`config.mk`:
```
export PLATFORM = sky130hd
export DESIGN_NAME = chan_state
export DESIGN_NICKNAME = d
export VERILOG_FILES = /design/src/inc/chan_pkg.sv /design/src/hw/stream_fifo.sv /design/src/hw/chan_state.sv
export SDC_FILE = /design/constraint.sdc
export NUM_CORES = 1
export LEC_CHECK = 0
export CELL_PAD_IN_SITES_DETAIL_PLACEMENT = 0
export CELL_PAD_IN_SITES_GLOBAL_PLACEMENT = 1
export CORE_UTILIZATION = 40
export DETAILED_ROUTE_END_ITERATION = 6
export DONT_BUFFER_PORTS = 1
export PLACE_DENSITY = 0.59
export SYNTH_ARGS = -nofsm -noshare
export SYNTH_HDL_FRONTEND = slang
export SYNTH_SLANG_ARGS = --single-unit
```
`constraint.sdc`:
```
create_clock -name i_clock -period 8.3 [get_ports i_clock]
set_input_delay 1.245 -clock i_clock [delete_from_list [all_inputs] [get_ports i_clock]]
set_output_delay 1.245 -clock i_clock [all_outputs]
set_load 0.1 [all_outputs]
```
`src/inc/chan_pkg.sv`:
```
// Purpose: shared constants and carriers for the descriptor channel state block
// Assumes: 32-bit register port at the documented offsets, one clock domain
// Notes: offsets are byte addresses within the channel window
package chan_pkg;
    // =====================================================================
    // register map
    localparam logic [7:0] OFF_CTRL = 8'h00;
    localparam logic [7:0] OFF_STATE = 8'h04;
    localparam logic [7:0] OFF_PTR = 8'h0C;
    localparam logic [7:0] OFF_BRSEL = 8'h14;
    // =====================================================================
    // channel state bit positions
    localparam int BIT_GO = 15;
    localparam int BIT_HOLD = 14;
    localparam int BIT_DRAIN = 13;
    localparam int BIT_ROUSE = 12;
    localparam int BIT_FATAL = 11;
    localparam int BIT_EXEC = 10;
    localparam int BIT_RSVD = 9;
    localparam int BIT_BT = 8;
    localparam int MASK_LSB = 16;
    localparam int SEL_MASK_LSB = 16;
    localparam logic [15:0] STATE_RESET = 16'h0000;
    localparam logic [31:0] PTR_RESET = 32'h0000_0000;
    localparam logic [3:0] PTR_ALIGN_ZERO = 4'h0;
    localparam logic [31:0] DESC_BYTES = 32'h0000_0010;
    localparam int FIFO_DEPTH = 16;
    localparam int DATA_W = 32;
    // outcome field bit that marks a partial write-back
    localparam int OUT_DRAIN = 13;
    // =====================================================================
    // command kinds reported by the sequencer
    typedef enum logic [2:0] {
        CMD_NOP = 3'b000,
        CMD_OUT = 3'b001,
        CMD_IN_CONT = 3'b010,
        CMD_IN_FINAL = 3'b011,
        CMD_HALT = 3'b100
    } cmd_kind_t;
    // register access carrier
    typedef struct packed {
        logic wr;
        logic rd;
        logic [7:0] addr;
        logic [31:0] wdata;
    } reg_req_t;
    // status write-back carrier
    typedef struct packed {
        logic valid;
        logic [31:0] desc_addr;
        logic [15:0] outcome;
        logic [15:0] residual;
    } wb_t;
endpackage

```
`src/hw/stream_fifo.sv`:
```
// Purpose: buffer between device input data and memory writes
// Assumes: single clock, synchronous valid/ready on both sides
// Notes: flush empties the storage in one cycle
module stream_fifo #(
    parameter int WIDTH = 32,
    parameter int DEPTH = 16
) (
    // clock and reset
    input wire logic i_clock,
    input wire logic i_resetn,
    input wire logic i_enable,
    input wire logic i_clear,
    // fill side
    input wire logic i_in_valid,
    input wire logic [WIDTH-1:0] i_in_data,
    output logic o_in_ready,
    // drain side
    output logic o_out_valid,
    output logic [WIDTH-1:0] o_out_data,
    input wire logic i_out_ready,
    output logic [$clog2(DEPTH):0] o_count
);
    localparam int AW = $clog2(DEPTH);
    logic [WIDTH-1:0] mem [DEPTH];
    logic [AW-1:0] wr_ptr;
    logic [AW-1:0] rd_ptr;
    logic [AW:0] count;
    logic push;
    logic pop;

    assign o_in_ready = (count != DEPTH[AW:0]);
    assign o_out_valid = (count != '0);
    assign o_out_data = mem[rd_ptr];
    assign o_count = count;
    assign push = i_in_valid && o_in_ready;
    assign pop = o_out_valid && i_out_ready;

    always_ff @(posedge i_clock) begin
        if (i_enable && push && !i_clear) begin
            mem[wr_ptr] <= i_in_data;
        end
    end

    always_ff @(posedge i_clock or negedge i_resetn) begin
        if (!i_resetn) begin
            wr_ptr <= '0;
            rd_ptr <= '0;
            count <= '0;
        end else if (i_enable) begin
            if (i_clear) begin
                wr_ptr <= '0;
                rd_ptr <= '0;
                count <= '0;
            end else begin
                if (push) begin
                    wr_ptr <= wr_ptr + 1'b1;
                end
                if (pop) begin
                    rd_ptr <= rd_ptr + 1'b1;
                end
                count <= count + (AW+1)'(push) - (AW+1)'(pop);
            end
        end
    end
endmodule

```
`src/hw/chan_state.sv`:
```
// Purpose: channel state register, control write port and descriptor pointer
// Assumes: a command sequencer beside this block reports fetches and completions
// Notes: input data is buffered here and drained to memory through o_mem_*
// =========================================================================
// Overview of operation
// - go set starts descriptor execution
// - go cleared aborts, writes status, discards buffer
// - hold suspends transfers, then clears executing
// - drain flushes buffered input, writes status, clears
// - partial write-back marks drain one, final zero
// - rouse on idle channel refetches pointer descriptor
// - halt command idles channel, pointer not advanced
// - rouse cleared after every descriptor fetch
// - fatal error sets fatal, clears executing together
// - fatal cleared only when go cleared
// - executing follows go, hold, halt, fatal
// - branch flag updated on nop, input, output
// - eight condition bits, software and hardware written
// - condition bits evaluated at each command completion except halt
// - go, hold only software; drain, rouse self-clear
// - pointer readable always, written only when stopped
// - control write updates masked low state bits
// - direct writes to state register ignored
// - reserved bits read zero, writes dropped
module chan_state #(
    parameter int DEPTH = chan_pkg::FIFO_DEPTH,
    parameter int WIDTH = chan_pkg::DATA_W
) (
    // clock and reset
    input wire logic i_clock,
    input wire logic i_resetn,
    input wire logic i_enable,
    // register port
    input wire chan_pkg::reg_req_t i_reg,
    output logic [31:0] o_rdata,
    // sequencer events
    input wire logic i_fetch_done,
    input wire logic i_cmd_done,
    input wire chan_pkg::cmd_kind_t i_cmd_kind,
    input wire logic [1:0] i_branch_req,
    input wire logic [31:0] i_branch_addr,
    input wire logic [15:0] i_residual,
    input wire logic i_fatal_err,
    // hardwired condition bit set and clear
    input wire logic [7:0] i_cond_set,
    input wire logic [7:0] i_cond_clr,
    // sequencer controls
    output logic o_run,
    output logic o_fetch_req,
    output logic [31:0] o_fetch_addr,
    output logic o_cond_branch,
    output logic o_abort,
    // status write-back
    output chan_pkg::wb_t o_wb,
    input wire logic i_wb_ack,
    // device input stream
    input wire logic i_in_valid,
    input wire logic [WIDTH-1:0] i_in_data,
    output logic o_in_ready,
    // memory write stream
    output logic o_mem_valid,
    output logic [WIDTH-1:0] o_mem_data,
    input wire logic i_mem_ready
);
    // =====================================================================
    // state
    logic go;
    logic hold;
    logic drain;
    logic rouse;
    logic fatal;
    logic executing;
    logic branch_taken;
    logic [7:0] cond;
    logic [31:0] ptr;
    logic [15:0] br_mask;
    logic [15:0] br_value;
    logic idle;
    logic wb_pend;
    logic wb_partial;
    logic [15:0] next_state;
    logic [15:0] ctl_mask;
    logic [15:0] ctl_data;
    logic ctl_wr;
    logic go_rise;
    logic go_fall;
    logic input_cmd;
    logic fifo_in_ready;
    logic fifo_clear;
    logic fifo_out_valid;
    logic drain_start;

    function automatic logic cond_match(input logic [7:0] bits, input logic [7:0] mask,
                                        input logic [7:0] value);
        return (bits & mask) == (value & mask);
    endfunction

    function automatic logic [15:0] state_word(input logic [15:0] base);
        logic [15:0] w;
        w = base;
        w[chan_pkg::BIT_RSVD] = 1'b0;
        return w;
    endfunction

    assign ctl_wr = i_reg.wr && (i_reg.addr == chan_pkg::OFF_CTRL);
    assign ctl_mask = i_reg.wdata[chan_pkg::MASK_LSB +: 16];
    assign ctl_data = i_reg.wdata[15:0];
    assign go_rise = ctl_wr && ctl_mask[chan_pkg::BIT_GO] && ctl_data[chan_pkg::BIT_GO] && !go;
    assign go_fall = ctl_wr && ctl_mask[chan_pkg::BIT_GO] && !ctl_data[chan_pkg::BIT_GO] && go;
    assign input_cmd = (i_cmd_kind == chan_pkg::CMD_IN_CONT) ||
                       (i_cmd_kind == chan_pkg::CMD_IN_FINAL);

    always_comb begin
        next_state = state_bits();
        next_state[chan_pkg::BIT_RSVD] = 1'b0;
    end

    function automatic logic [15:0] state_bits();
        logic [15:0] s;
        s = '0;
        s[chan_pkg::BIT_GO] = go;
        s[chan_pkg::BIT_HOLD] = hold;
        s[chan_pkg::BIT_DRAIN] = drain;
        s[chan_pkg::BIT_ROUSE] = rouse;
        s[chan_pkg::BIT_FATAL] = fatal;
        s[chan_pkg::BIT_EXEC] = executing;
        s[chan_pkg::BIT_BT] = branch_taken;
        s[7:0] = cond;
        return s;
    endfunction

    // =====================================================================
    // software control bits go and hold
    always_ff @(posedge i_clock or negedge i_resetn) begin
        if (!i_resetn) begin
            go <= 1'b0;
            hold <= 1'b0;
        end else if (i_enable && ctl_wr) begin
            // only the masked data bits move, never by hardware
            if (ctl_mask[chan_pkg::BIT_GO]) begin
                go <= ctl_data[chan_pkg::BIT_GO];
            end
            if (ctl_mask[chan_pkg::BIT_HOLD]) begin
                hold <= ctl_data[chan_pkg::BIT_HOLD];
            end
        end
    end

    // =====================================================================
    // command bits drain and rouse: software sets, hardware clears
    always_ff @(posedge i_clock or negedge i_resetn) begin
        if (!i_resetn) begin
            drain <= 1'b0;
            rouse <= 1'b0;
        end else if (i_enable) begin
            if (ctl_wr && ctl_mask[chan_pkg::BIT_ROUSE] && ctl_data[chan_pkg::BIT_ROUSE]) begin
                rouse <= 1'b1;
            end else if (i_fetch_done) begin
                rouse <= 1'b0;
            end
            if (ctl_wr && ctl_mask[chan_pkg::BIT_DRAIN] && ctl_data[chan_pkg::BIT_DRAIN]) begin
                drain <= 1'b1;
            end else if (drain && wb_pend && wb_partial && i_wb_ack) begin
                drain <= 1'b0;
            end else if (drain && !input_cmd) begin
                drain <= 1'b0;
            end
        end
    end

    // =====================================================================
    // executing, idle and fatal halt
    always_ff @(posedge i_clock or negedge i_resetn) begin
        if (!i_resetn) begin
            executing <= 1'b0;
            idle <= 1'b0;
            fatal <= 1'b0;
        end else if (i_enable) begin
            if (go_fall) begin
                fatal <= 1'b0;
            end else if (i_fatal_err && go) begin
                fatal <= 1'b1;
            end
            if (go_fall || (i_fatal_err && go)) begin
                executing <= 1'b0;
                idle <= 1'b0;
            end else if (go_rise) begin
                executing <= 1'b1;
                idle <= 1'b0;
            end else if (hold) begin
                executing <= 1'b0;
            end else if (i_cmd_done && i_cmd_kind == chan_pkg::CMD_HALT) begin
                executing <= 1'b0;
                idle <= 1'b1;
            end else if (idle && i_fetch_done && go && !fatal) begin
                // fetch request stands until the refetch is reported
                executing <= 1'b1;
                idle <= 1'b0;
            end else if (go && !fatal && !idle && !executing) begin
                executing <= 1'b1;
            end
        end
    end

    // =====================================================================
    // branch flag and condition bits
    always_ff @(posedge i_clock or negedge i_resetn) begin
        if (!i_resetn) begin
            branch_taken <= 1'b0;
            cond <= 8'h00;
        end else if (i_enable) begin
            if (i_cmd_done && i_cmd_kind != chan_pkg::CMD_HALT) begin
                branch_taken <= o_cond_branch;
            end
            for (int b = 0; b < 8; b++) begin
                if (i_cond_set[b]) begin
                    cond[b] <= 1'b1;
                end else if (i_cond_clr[b]) begin
                    cond[b] <= 1'b0;
                end else if (ctl_wr && ctl_mask[b]) begin
                    cond[b] <= ctl_data[b];
                end
            end
        end
    end

    // branch request: 0 never, 1 if true, 2 if false, 3 always
    always_comb begin
        unique case (i_branch_req)
            2'b00: o_cond_branch = 1'b0;
            2'b01: o_cond_branch = cond_match(cond, br_mask[7:0], br_value[7:0]);
            2'b10: o_cond_branch = !cond_match(cond, br_mask[7:0], br_value[7:0]);
            2'b11: o_cond_branch = 1'b1;
        endcase
    end

    // =====================================================================
    // pointer and branch select
    always_ff @(posedge i_clock or negedge i_resetn) begin
        if (!i_resetn) begin
            ptr <= chan_pkg::PTR_RESET;
            br_mask <= 16'h0000;
            br_value <= 16'h0000;
        end else if (i_enable) begin
            if (i_reg.wr && i_reg.addr == chan_pkg::OFF_PTR && !go && !executing) begin
                ptr <= {i_reg.wdata[31:4], chan_pkg::PTR_ALIGN_ZERO};
            end else if (i_cmd_done && i_cmd_kind != chan_pkg::CMD_HALT) begin
                ptr <= o_cond_branch ? i_branch_addr : ptr + chan_pkg::DESC_BYTES;
            end
            if (i_reg.wr && i_reg.addr == chan_pkg::OFF_BRSEL) begin
                br_mask <= {8'h00, i_reg.wdata[chan_pkg::SEL_MASK_LSB +: 8]};
                br_value <= {8'h00, i_reg.wdata[7:0]};
            end
        end
    end

    // =====================================================================
    // status write-back: partial on drain, final on abort or fatal
    assign drain_start = drain && input_cmd && !wb_pend && !fifo_out_valid;
    always_ff @(posedge i_clock or negedge i_resetn) begin
        if (!i_resetn) begin
            wb_pend <= 1'b0;
            wb_partial <= 1'b0;
            o_wb <= '0;
        end else if (i_enable) begin
            if (wb_pend && i_wb_ack) begin
                wb_pend <= 1'b0;
                o_wb.valid <= 1'b0;
            end else if (!wb_pend && (go_fall || (i_fatal_err && go) || drain_start)) begin
                wb_pend <= 1'b1;
                wb_partial <= drain_start && !go_fall && !i_fatal_err;
                o_wb.valid <= 1'b1;
                o_wb.desc_addr <= ptr;
                o_wb.residual <= i_residual;
                o_wb.outcome <= state_word(state_bits());
                o_wb.outcome[chan_pkg::OUT_DRAIN] <= drain_start && !go_fall &&
                                                     !i_fatal_err;
            end
        end
    end

    // =====================================================================
    // input data buffer, emptied on abort; stalled under hold
    assign fifo_clear = go_fall;
    stream_fifo #(
        .WIDTH(WIDTH),
        .DEPTH(DEPTH)
    ) u_fifo (
        .i_clock(i_clock),
        .i_resetn(i_resetn),
        .i_enable(i_enable),
        .i_clear(fifo_clear),
        .i_in_valid(i_in_valid && executing),
        .i_in_data(i_in_data),
        .o_in_ready(fifo_in_ready),
        .o_out_valid(fifo_out_valid),
        .o_out_data(o_mem_data),
        .i_out_ready(i_mem_ready && !hold),
        .o_count()
    );
    // ready while executing with room; a word handed over in the abort cycle or with i_enable low is not stored
    assign o_in_ready = fifo_in_ready && executing;
    assign o_mem_valid = fifo_out_valid && !hold;

    // =====================================================================
    // outputs and read-back; state register ignores writes
    assign o_run = executing && !hold && !fatal;
    assign o_abort = go_fall && i_enable;
    assign o_fetch_req = idle && rouse && go && !fatal;
    assign o_fetch_addr = ptr;

    always_comb begin
        unique case (i_reg.addr)
            chan_pkg::OFF_STATE: o_rdata = {16'h0000, next_state};
            chan_pkg::OFF_PTR: o_rdata = ptr;
            chan_pkg::OFF_BRSEL: o_rdata = {8'h00, br_mask[7:0], 8'h00, br_value[7:0]};
            default: o_rdata = 32'h0000_0000;
        endcase
    end
endmodule

```
After elaboration in Yosys (flattened, before gate mapping)
Memory sizes are Yosys's and may differ from the RTL's. Index checks and enable logic that the tools add are counted.

Bits in writable memories: 512. Latch bits: 0. Memory bits (read-only): 0. Logic and storage cells: 222. Memories: 1. Input bits: 152. Flip-flop bits (word level): 143.

Memories: u_fifo.mem (depth 16, width 32, read ports 1, clocked after memory_dff 0, wr ports 1, line stream_fifo.sv:24) `logic [WIDTH-1:0] mem [DEPTH];`.

Shift-type cells: 0. Eq/ne operators: 13. Magnitude comparators: 0. Div/mod/pow operators: 0. Bitwise logic cells: 3. Mux-type cells: 58. Multipliers: 0. Reduce and logical (&&, ||, !) cells: 114. $add $sub $neg: 5.

Operator list (number): two-way mux 32 bit (3); case mux 32 bit (3 select lines) (1); two-way mux 65 bit (1); logical AND 1 bit (57); two-way mux 1 bit (47); AND reduction 2 bit (20); adder 32 x 5 -> 32 bit (second input constant) (1); nonzero test 3 bit (9); AND 8 bit (2); two-way mux 4 bit (4); logical NOT 1 bit (12); nonzero test 2 bit (6); adder 4 x 1 -> 4 bit (second input constant) (2); equality test 8 x 3 -> 1 bit (second input constant) (1); equality test 8 x 4 -> 1 bit (second input constant) (1); equality test 8 x 5 -> 1 bit (second input constant) (1); equality test 8 bit (1); logical NOT 8 bit (1); equality test 3 x 2 -> 1 bit (second input constant) (2); AND reduction 3 bit (2); nonzero test 6 bit (1); adder 5 x 1 -> 5 bit (1); two-way mux 5 bit (1); != test 5 bit (second input constant) (1); other kinds (12) (15).

Depth between registers and ports, before layout
Gate-level depths: netlist (run 1).

Depth in word-level cells: 10. Mapped depth: 18. Gate-level depth less buffers: 17.

Modules after synthesis
From an unflattened synthesis (run 1), not the netlist that was laid out.

Cell total of the unflattened synthesis: 1683. Area total of the unflattened synthesis: 27388.8 um^2.

Modules (own cells, without submodules): stream_fifo (instances 1, cells an instance 1042, area each 20538.4 um^2, seq. area each 15700.1 um^2); chan_state (instances 1, cells an instance 641, area each 6850.3 um^2, seq. area each 3228.1 um^2).

Worst setup path before layout (run 1)
OpenSTA, ideal clock, no wires.

Kind: in2out. Start: input i_reg[36] (netlist bit). End: output o_abort. Cell stages on the path: 6. Setup slack: 3.538 ns. Arrival: 3.517 ns. Path through: nor4_2 -> and4b_1 -> buf_4 -> nand4b_4 -> clkbuf_1 -> nor2_1.

Cells in the longest elaborated chain, start to end: 6.

RTL lines: from (decl) (line chan_state.sv:34) `input wire chan_pkg::reg_req_t i_reg,`; logical NOT 8 bit (line chan_state.sv:105) `assign ctl_wr = i_reg.wr && (i_reg.addr == chan_pkg::OFF_CTRL);`; logical AND 1 bit (line chan_state.sv:105); logical AND 1 bit (3 in a row) (line chan_state.sv:109) `assign go_fall = ctl_wr && ctl_mask[chan_pkg::BIT_GO] && !ctl_data[chan_pkg::BIT_GO] && go;`; logical AND 1 bit (line chan_state.sv:308) `assign o_abort = go_fall && i_enable;`; to (decl) (line chan_state.sv:52) `output logic o_abort,`.

No other way between the ends.

Worst setup path in the final report (run 1)
Start: register u_fifo.rd_ptr[0]. End: output o_mem_data[12].

Cells in the longest elaborated chain, start to end: 1.

RTL lines: from (decl) (line stream_fifo.sv:26) `logic [AW-1:0] rd_ptr;`; from (signal assigned) (line stream_fifo.sv:59) `rd_ptr <= rd_ptr + 1'b1;`; memory (16 x 32 bit); to (decl) (line chan_state.sv:62) `output logic [WIDTH-1:0] o_mem_data,`.

No other way between the ends.

==> results of run 1 <==
==> cells in the mapped netlist, drive strengths merged, types with 2 or more instances <==
library cell    n
ha             12
a221oi         64
xnor2          12
mux2           78
nor2b           2
nand4           9
a41oi           9
mux2i         132
mux4           64
o31ai           2
and4            5
nand2          81
a211oi         10
dfrtp         142
xor2           23
a21oi          37
a32o            3
edfxtp        512
buf            46
nor2           38
o22ai           8
a22o           21
a32oi           2
o211ai          7
a221o           9
nand3          22
a21o            2
a222oi          8
inv            33
nor4bb          2
a31oi           2
nand2b          3
o21ai          72
nor3           15
or3             5
and2           26
a22oi          37
clkbuf         56
nor3b           4
and3           12
==> routing by layer <==
| metal | global-route usage, % | up-vias |
|---|---|---|
| met5 | 0 | - |
| met4 | 6.62 | 2 |
| met1 | 26.2 | 7780 |
| met3 | 4.90 | 94 |
| met2 | 35.0 | 408 |
| li1 | - | 6561 |
==> worst paths after layout <==
kind                                   startpoint           endpoint  slack, ns
worst max register to register  u_fifo.o_count[3]  u_fifo.o_count[4]       4.34
max in group asynchronous                i_resetn           o_wb[18]       7.74
worst max-delay path             u_fifo.rd_ptr[0]     o_mem_data[12]       2.92
min in group i_clock                        drain              drain       0.55
worst min register to register              drain              drain       0.55
worst min-delay path                     i_resetn           o_wb[57]       0.33
==> layout make-up <==
type	count	area (sq um)
Sequential cell	654	18900
Timing Repair Buffer	52	420
Fill cell	5729	35900
Tap cell	864	1080
Clock buffer	99	2020
Clock inverter	25	238
Inverter	33	124
Antenna cell	2	5.00
Multi-Input combinational cell	851	7530
==> through the flow <==
stage | setup slack (ns) | cell area, sq um | std cells | util, %
6_report | 2.92 | 30400 | 2580 | 45.8
5_1_grt | 2.61 | 30400 | 2580 | 45.8
4_1_cts | 2.84 | 30300 | 2578 | 45.8
3_5_place_dp | 3.52 | 28100 | 2454 | 42.4
3_3_place_gp | 3.52 | 28100 | 2454 | 42.4
2_1_floorplan | 3.54 | 27000 | 1640 | -
==> cells by family (layout without fill, tap and decap cells) <==
logic type	count (synthesis)	count (layout)	share of synthesized area (%)
AOI/OAI and AO/OA	299	299	7.92
muxes	274	274	13.7
other	1	3	0.0139
and+or+nand+nor	229	229	4.32
DFF	654	654	70.2
adders and majority gates	13	13	0.631
xor gates and xnor gates	35	35	1.14
buffers and inverters	135	209	2.14
==> worst max-delay path, stage by stage, from the launching register on <==
cell and delay [ns]:
dfrtp_4 1.00, buf_4 0.92, mux2i_1 0.18, a221oi_1 0.45, o21ai_0 0.17, nand2_1 0.71
==> flip-flops by register name, summed over array words and instances (netlist names) <==
signal          flops
cond                8
o_wb               64
o_fetch_addr       32
branch_taken        1
br_value            8
u_fifo.o_count      5
go                  1
u_fifo.mem        512
drain               1
idle                1
rouse               1
executing           1
u_fifo.wr_ptr       4
wb_pend             1
u_fifo.rd_ptr       4
hold                1
fatal               1
br_mask             8
==> power groups by stage <==
stage	registers (W)	logic (W)	clock network [W]
finish	0.00403	0.00324	0.00306
floorplan	0.00411	0.00265	0
global placement	0.00409	0.00326	0
detailed placement	0.00410	0.00327	0
global route	0.00404	0.00342	0.00326
CTS	0.00403	0.00328	0.00314
==> results.toml, run 1 <==
[synth]
synthArstFlopShare_pct = 21.7
synth_area_leader_cell = "edfxtp_1"
synthTopCellsByArea = "edfxtp_1, dfrtp_1, mux4_2"
netlist_instances = 1640
synth_top_area_share_pct = 57.0
synth_cell_types = 62
synth_edf_count = 512
syn_avg_cell_area_sq_um = 16.5
syn-num-nets = 1805
ys_seq_area_share_pct = 70.2
synth-seq-cells = 654
syn-cell-area_sq_um = 27000
yosys_warnings = 0
synth-main-ff-cell = "edfxtp_1"

[timing]
maxSlewHeadroom_pct = 24.7
slew_violations = 0
setup_viol = 0
fin_hold_ws_ns = 0.327
fin_setup_tns_ns = 0
hold_viol_final = 0
rsz0062_at_grt = "false"
max_freq_ghz = 0.186
period_needed_ns = 5.38
worstMarginPinSlew_ns = 1.13
fin_crit_sh_pct = 64.9
clock_skew_ns = 0.0254

[pwr]
p_comb_share_pct = 31.3
p_seq_share_pct = 39.0
p_per_area_nw_per_um2 = 340
p_total_w = 0.0103
max-vdd-ir-drop_v = 0.000193
netSwitchingFraction_pct = 39.7
power_leakage_nw = 10.9
clkPwrFrac_pct = 29.7
switching_power_w = 0.00410
intPower_w = 0.00623

[setup_path]
critPathRequiredTime_ns = 7.05
arrival_ns = 4.14
worst-setup-path-type = "flip-flop to output port"
cp-start-kind = "flip-flop"
endpoint_kind = "output port"
reg2reg_depth = 17
critPathMaxFanout = 56

[cts]
clock_path_buffers = 3
cts.htree.levels = 3
cts_hold_buffers = 0
cts_tree = "yes"
cts.sinks = 654
postCtsSetupRepairBufs = 0
cts-root-buf = "clkbuf_16"
path_clk_slew_ns = 0.06
cts_buffers = 74
cts_resized = 0
clkLatencyLatePin_ns = 0.61

[floorplan]
die-height_microns = 262
coreArea_sq_um = 66200
pin_count = 319
row_count = 94
die_width_microns = 262
dieArea_sq_um = 68500
start_util_pct = 40.7

[route]
wl_met1_microns = 29300
dr.pass1.iters = 5
routed.top_layer = "met5"
dr.first_iter.drc_count = 1074
drc = 0
vias = 14800
wl_per_cell_microns = 27.3
post_drt_via_cell_ratio = 5.75
wl_met3_microns = 4230
wl_met2_microns = 35300
routed_wl_microns = 70500
antenna_left = 0

[run]
cap_violations = 0

[grt]
grt_overflow = 0
grt_max_degree = 143
track_usage_pct = 20.7
grt_pass1_wl_microns = 103000
antenna_found_initial = 4
grt_pass1_vias = 15300

[placement]
dp_hpwl_microns = 40900
port_buffers = 0
place_congestion = 0.822

[cells_and_area]
layout_commonest_cell = "edfxtp_1"
final_cell_mix = "edfxtp_1, dfrtp_1, mux2i_1"
area_growth_pct = 12.5
drive_gt1_share_pct = 18.8
layout.nets = 1831

[outcome]
status = "finished, final reports clean"

[worst_hold_path]
hold_class = "input pin to async pin"
Note: power is estimated with default switching activity, not from simulation.
==> run 2: changes to the inputs <==
- clock period: 8.3 -> 5.4 ns (I/O delays scaled with it)
==> results.toml, run 2 (synthesized netlist as in run 1, its figures left out) <==
[run]
cap_violations = 0

[floorplan]
die-height_microns = 262
start_util_pct = 40.7
row_count = 94
dieArea_sq_um = 68500
coreArea_sq_um = 66200
pin_count = 319
die_width_microns = 262

[cells_and_area]
final_cell_mix = "edfxtp_1, dfrtp_1, mux2i_1"
regArea_sq_um = 18900
layout.nets = 1862
drive_gt1_share_pct = 20.5
layout_commonest_cell = "edfxtp_1"
area_growth_pct = 13.9
regMostFlops = "u_fifo.mem"
utilization_pct = 46.4
multi_input_area_sq_um = 7530
fillers = 5710
largest_reg_flops = 512

[cts]
clock_path_buffers = 3
cts_buffers = 74
clkLatencyLatePin_ns = 0.61
path_clk_slew_ns = 0.06
cts.sinks = 654
cts.htree.levels = 3
cts_tree = "yes"
postCtsSetupRepairBufs = 0
cts-root-buf = "clkbuf_16"

[route]
dr.first_iter.drc_count = 1010
wl_per_cell_microns = 27.3
routed_wl_microns = 71600
drc = 0
vias = 15100
post_drt_via_cell_ratio = 5.75
antenna_left = 0
dr.pass1.iters = 5

[timing]
worstMarginPinSlew_ns = 1.21
slew_violations = 0
clock_skew_ns = 0.0248
fin_crit_sh_pct = 79.2
fin_setup_tns_ns = 0
period_needed_ns = 4.28
max_freq_ghz = 0.234
rsz0062_at_grt = "false"
setup_viol = 0
setup_slack_ns = 1.12
hold_viol_final = 0
maxSlewHeadroom_pct = 19.0

[placement]
pre_cts_slack_ns = 1.52
place_congestion = 0.830
dp_hpwl_microns = 42500
port_buffers = 0

[pwr]
max-vdd-ir-drop_v = 0.000312
p_per_area_nw_per_um2 = 528
power_leakage_nw = 11.1
p_total_w = 0.0162

[setup_path]
arrival_ns = 3.47
critPathMaxFanout = 25
r2r_setup_slack_ns = 1.75
cp-start-kind = "flip-flop"
crit-reg2reg-capture = "u_fifo.o_count[4]"
worst-setup-path-type = "flip-flop to output port"
endpoint_kind = "output port"
critPathRequiredTime_ns = 4.59
reg2reg_depth = 18
r2r-start = "u_fifo.o_count[2]"

[outcome]
status = "finished, final reports clean"

[grt]
antenna_found_initial = 1
grt_pass1_vias = 15600
grt_pass1_wl_microns = 105000
grt_overflow = 0
grt_max_degree = 143
track_usage_pct = 21.1

[worst_hold_path]
hold_class = "input pin to async pin"
-- run 2: cell count changes in the layout (fill, tap and decap cells not counted), sizes merged, moves of 3 or more --
cell	previous run	this run
clkbuf	100	104
clkinvlp	1	4
buf	51	82
clkinv	18	22
inv	36	33
-- run 2: layout make-up --
cell class	instances	share of cell area (%)
flip-flops and latches	654	61.6
diodes	1	0.00814
clock inverters	30	0.944
repair buffers	83	2.31
inverters	33	0.403
clock buffers	103	6.72
multi-input cells	851	24.5
well taps	864	3.52
-- run 2: worst max-delay path, stage by stage (launching register included) --
cell and delay [ns]:
dfrtp_4 0.66, and2_2 0.54, buf_4 0.33, a221oi_1 0.38, o21ai_0 0.15, nand2_1 0.77
-- run 2: worst max path at each step --
stage,slack (ns),from,depth (start not counted),endpoint
after floorplan,1.14,u_fifo.o_count[2],9,u_fifo.mem[4][0]
final,1.12,u_fifo.rd_ptr[1],5,o_mem_data[23]
after CTS,1.04,u_fifo.rd_ptr[1],5,o_mem_data[23]
after global placement,1.50,i_reg[36],4,o_rdata[5]
after global routing,0.94,u_fifo.rd_ptr[0],5,o_mem_data[24]
after detailed placement,1.52,i_reg[36],4,o_rdata[7]
-- run 2: timing repair --
| item | 4_1_cts | 5_1_grt |
|---|---|---|
| resized for setup | 0 | 0 |
| endpoints found under the hold margin | 142 | 0 |
| hold buffers | 1 | 0 |
-- run 2: power by group --
group          leakage (nW)  internal [W]  switching [W]
Sequential             6.44       0.00556       0.000608
Clock                  1.13       0.00287        0.00201
Combinational          3.52       0.00142        0.00378
Total                  11.1       0.00985        0.00639
-- run 2: layer usage --
layer  up-vias  GRT usage, %  wire, microns
li1       6650             -              -
met1      7841          26.4          29000
met2       460          35.7          36000
met3       113          5.30           4690
met4         0          7.01           1920
met5         -             0              0
-- run 2: stage by stage --
stage               area [sq um]  cells  hold WS, ns
detailed placement         28400   2484        0.516
global placement           28400   2484        0.517
global route               30700   2619        0.239
CTS                        30700   2618        0.217
floorplan                  27000   1640        0.465
finish                     30700   2619        0.215
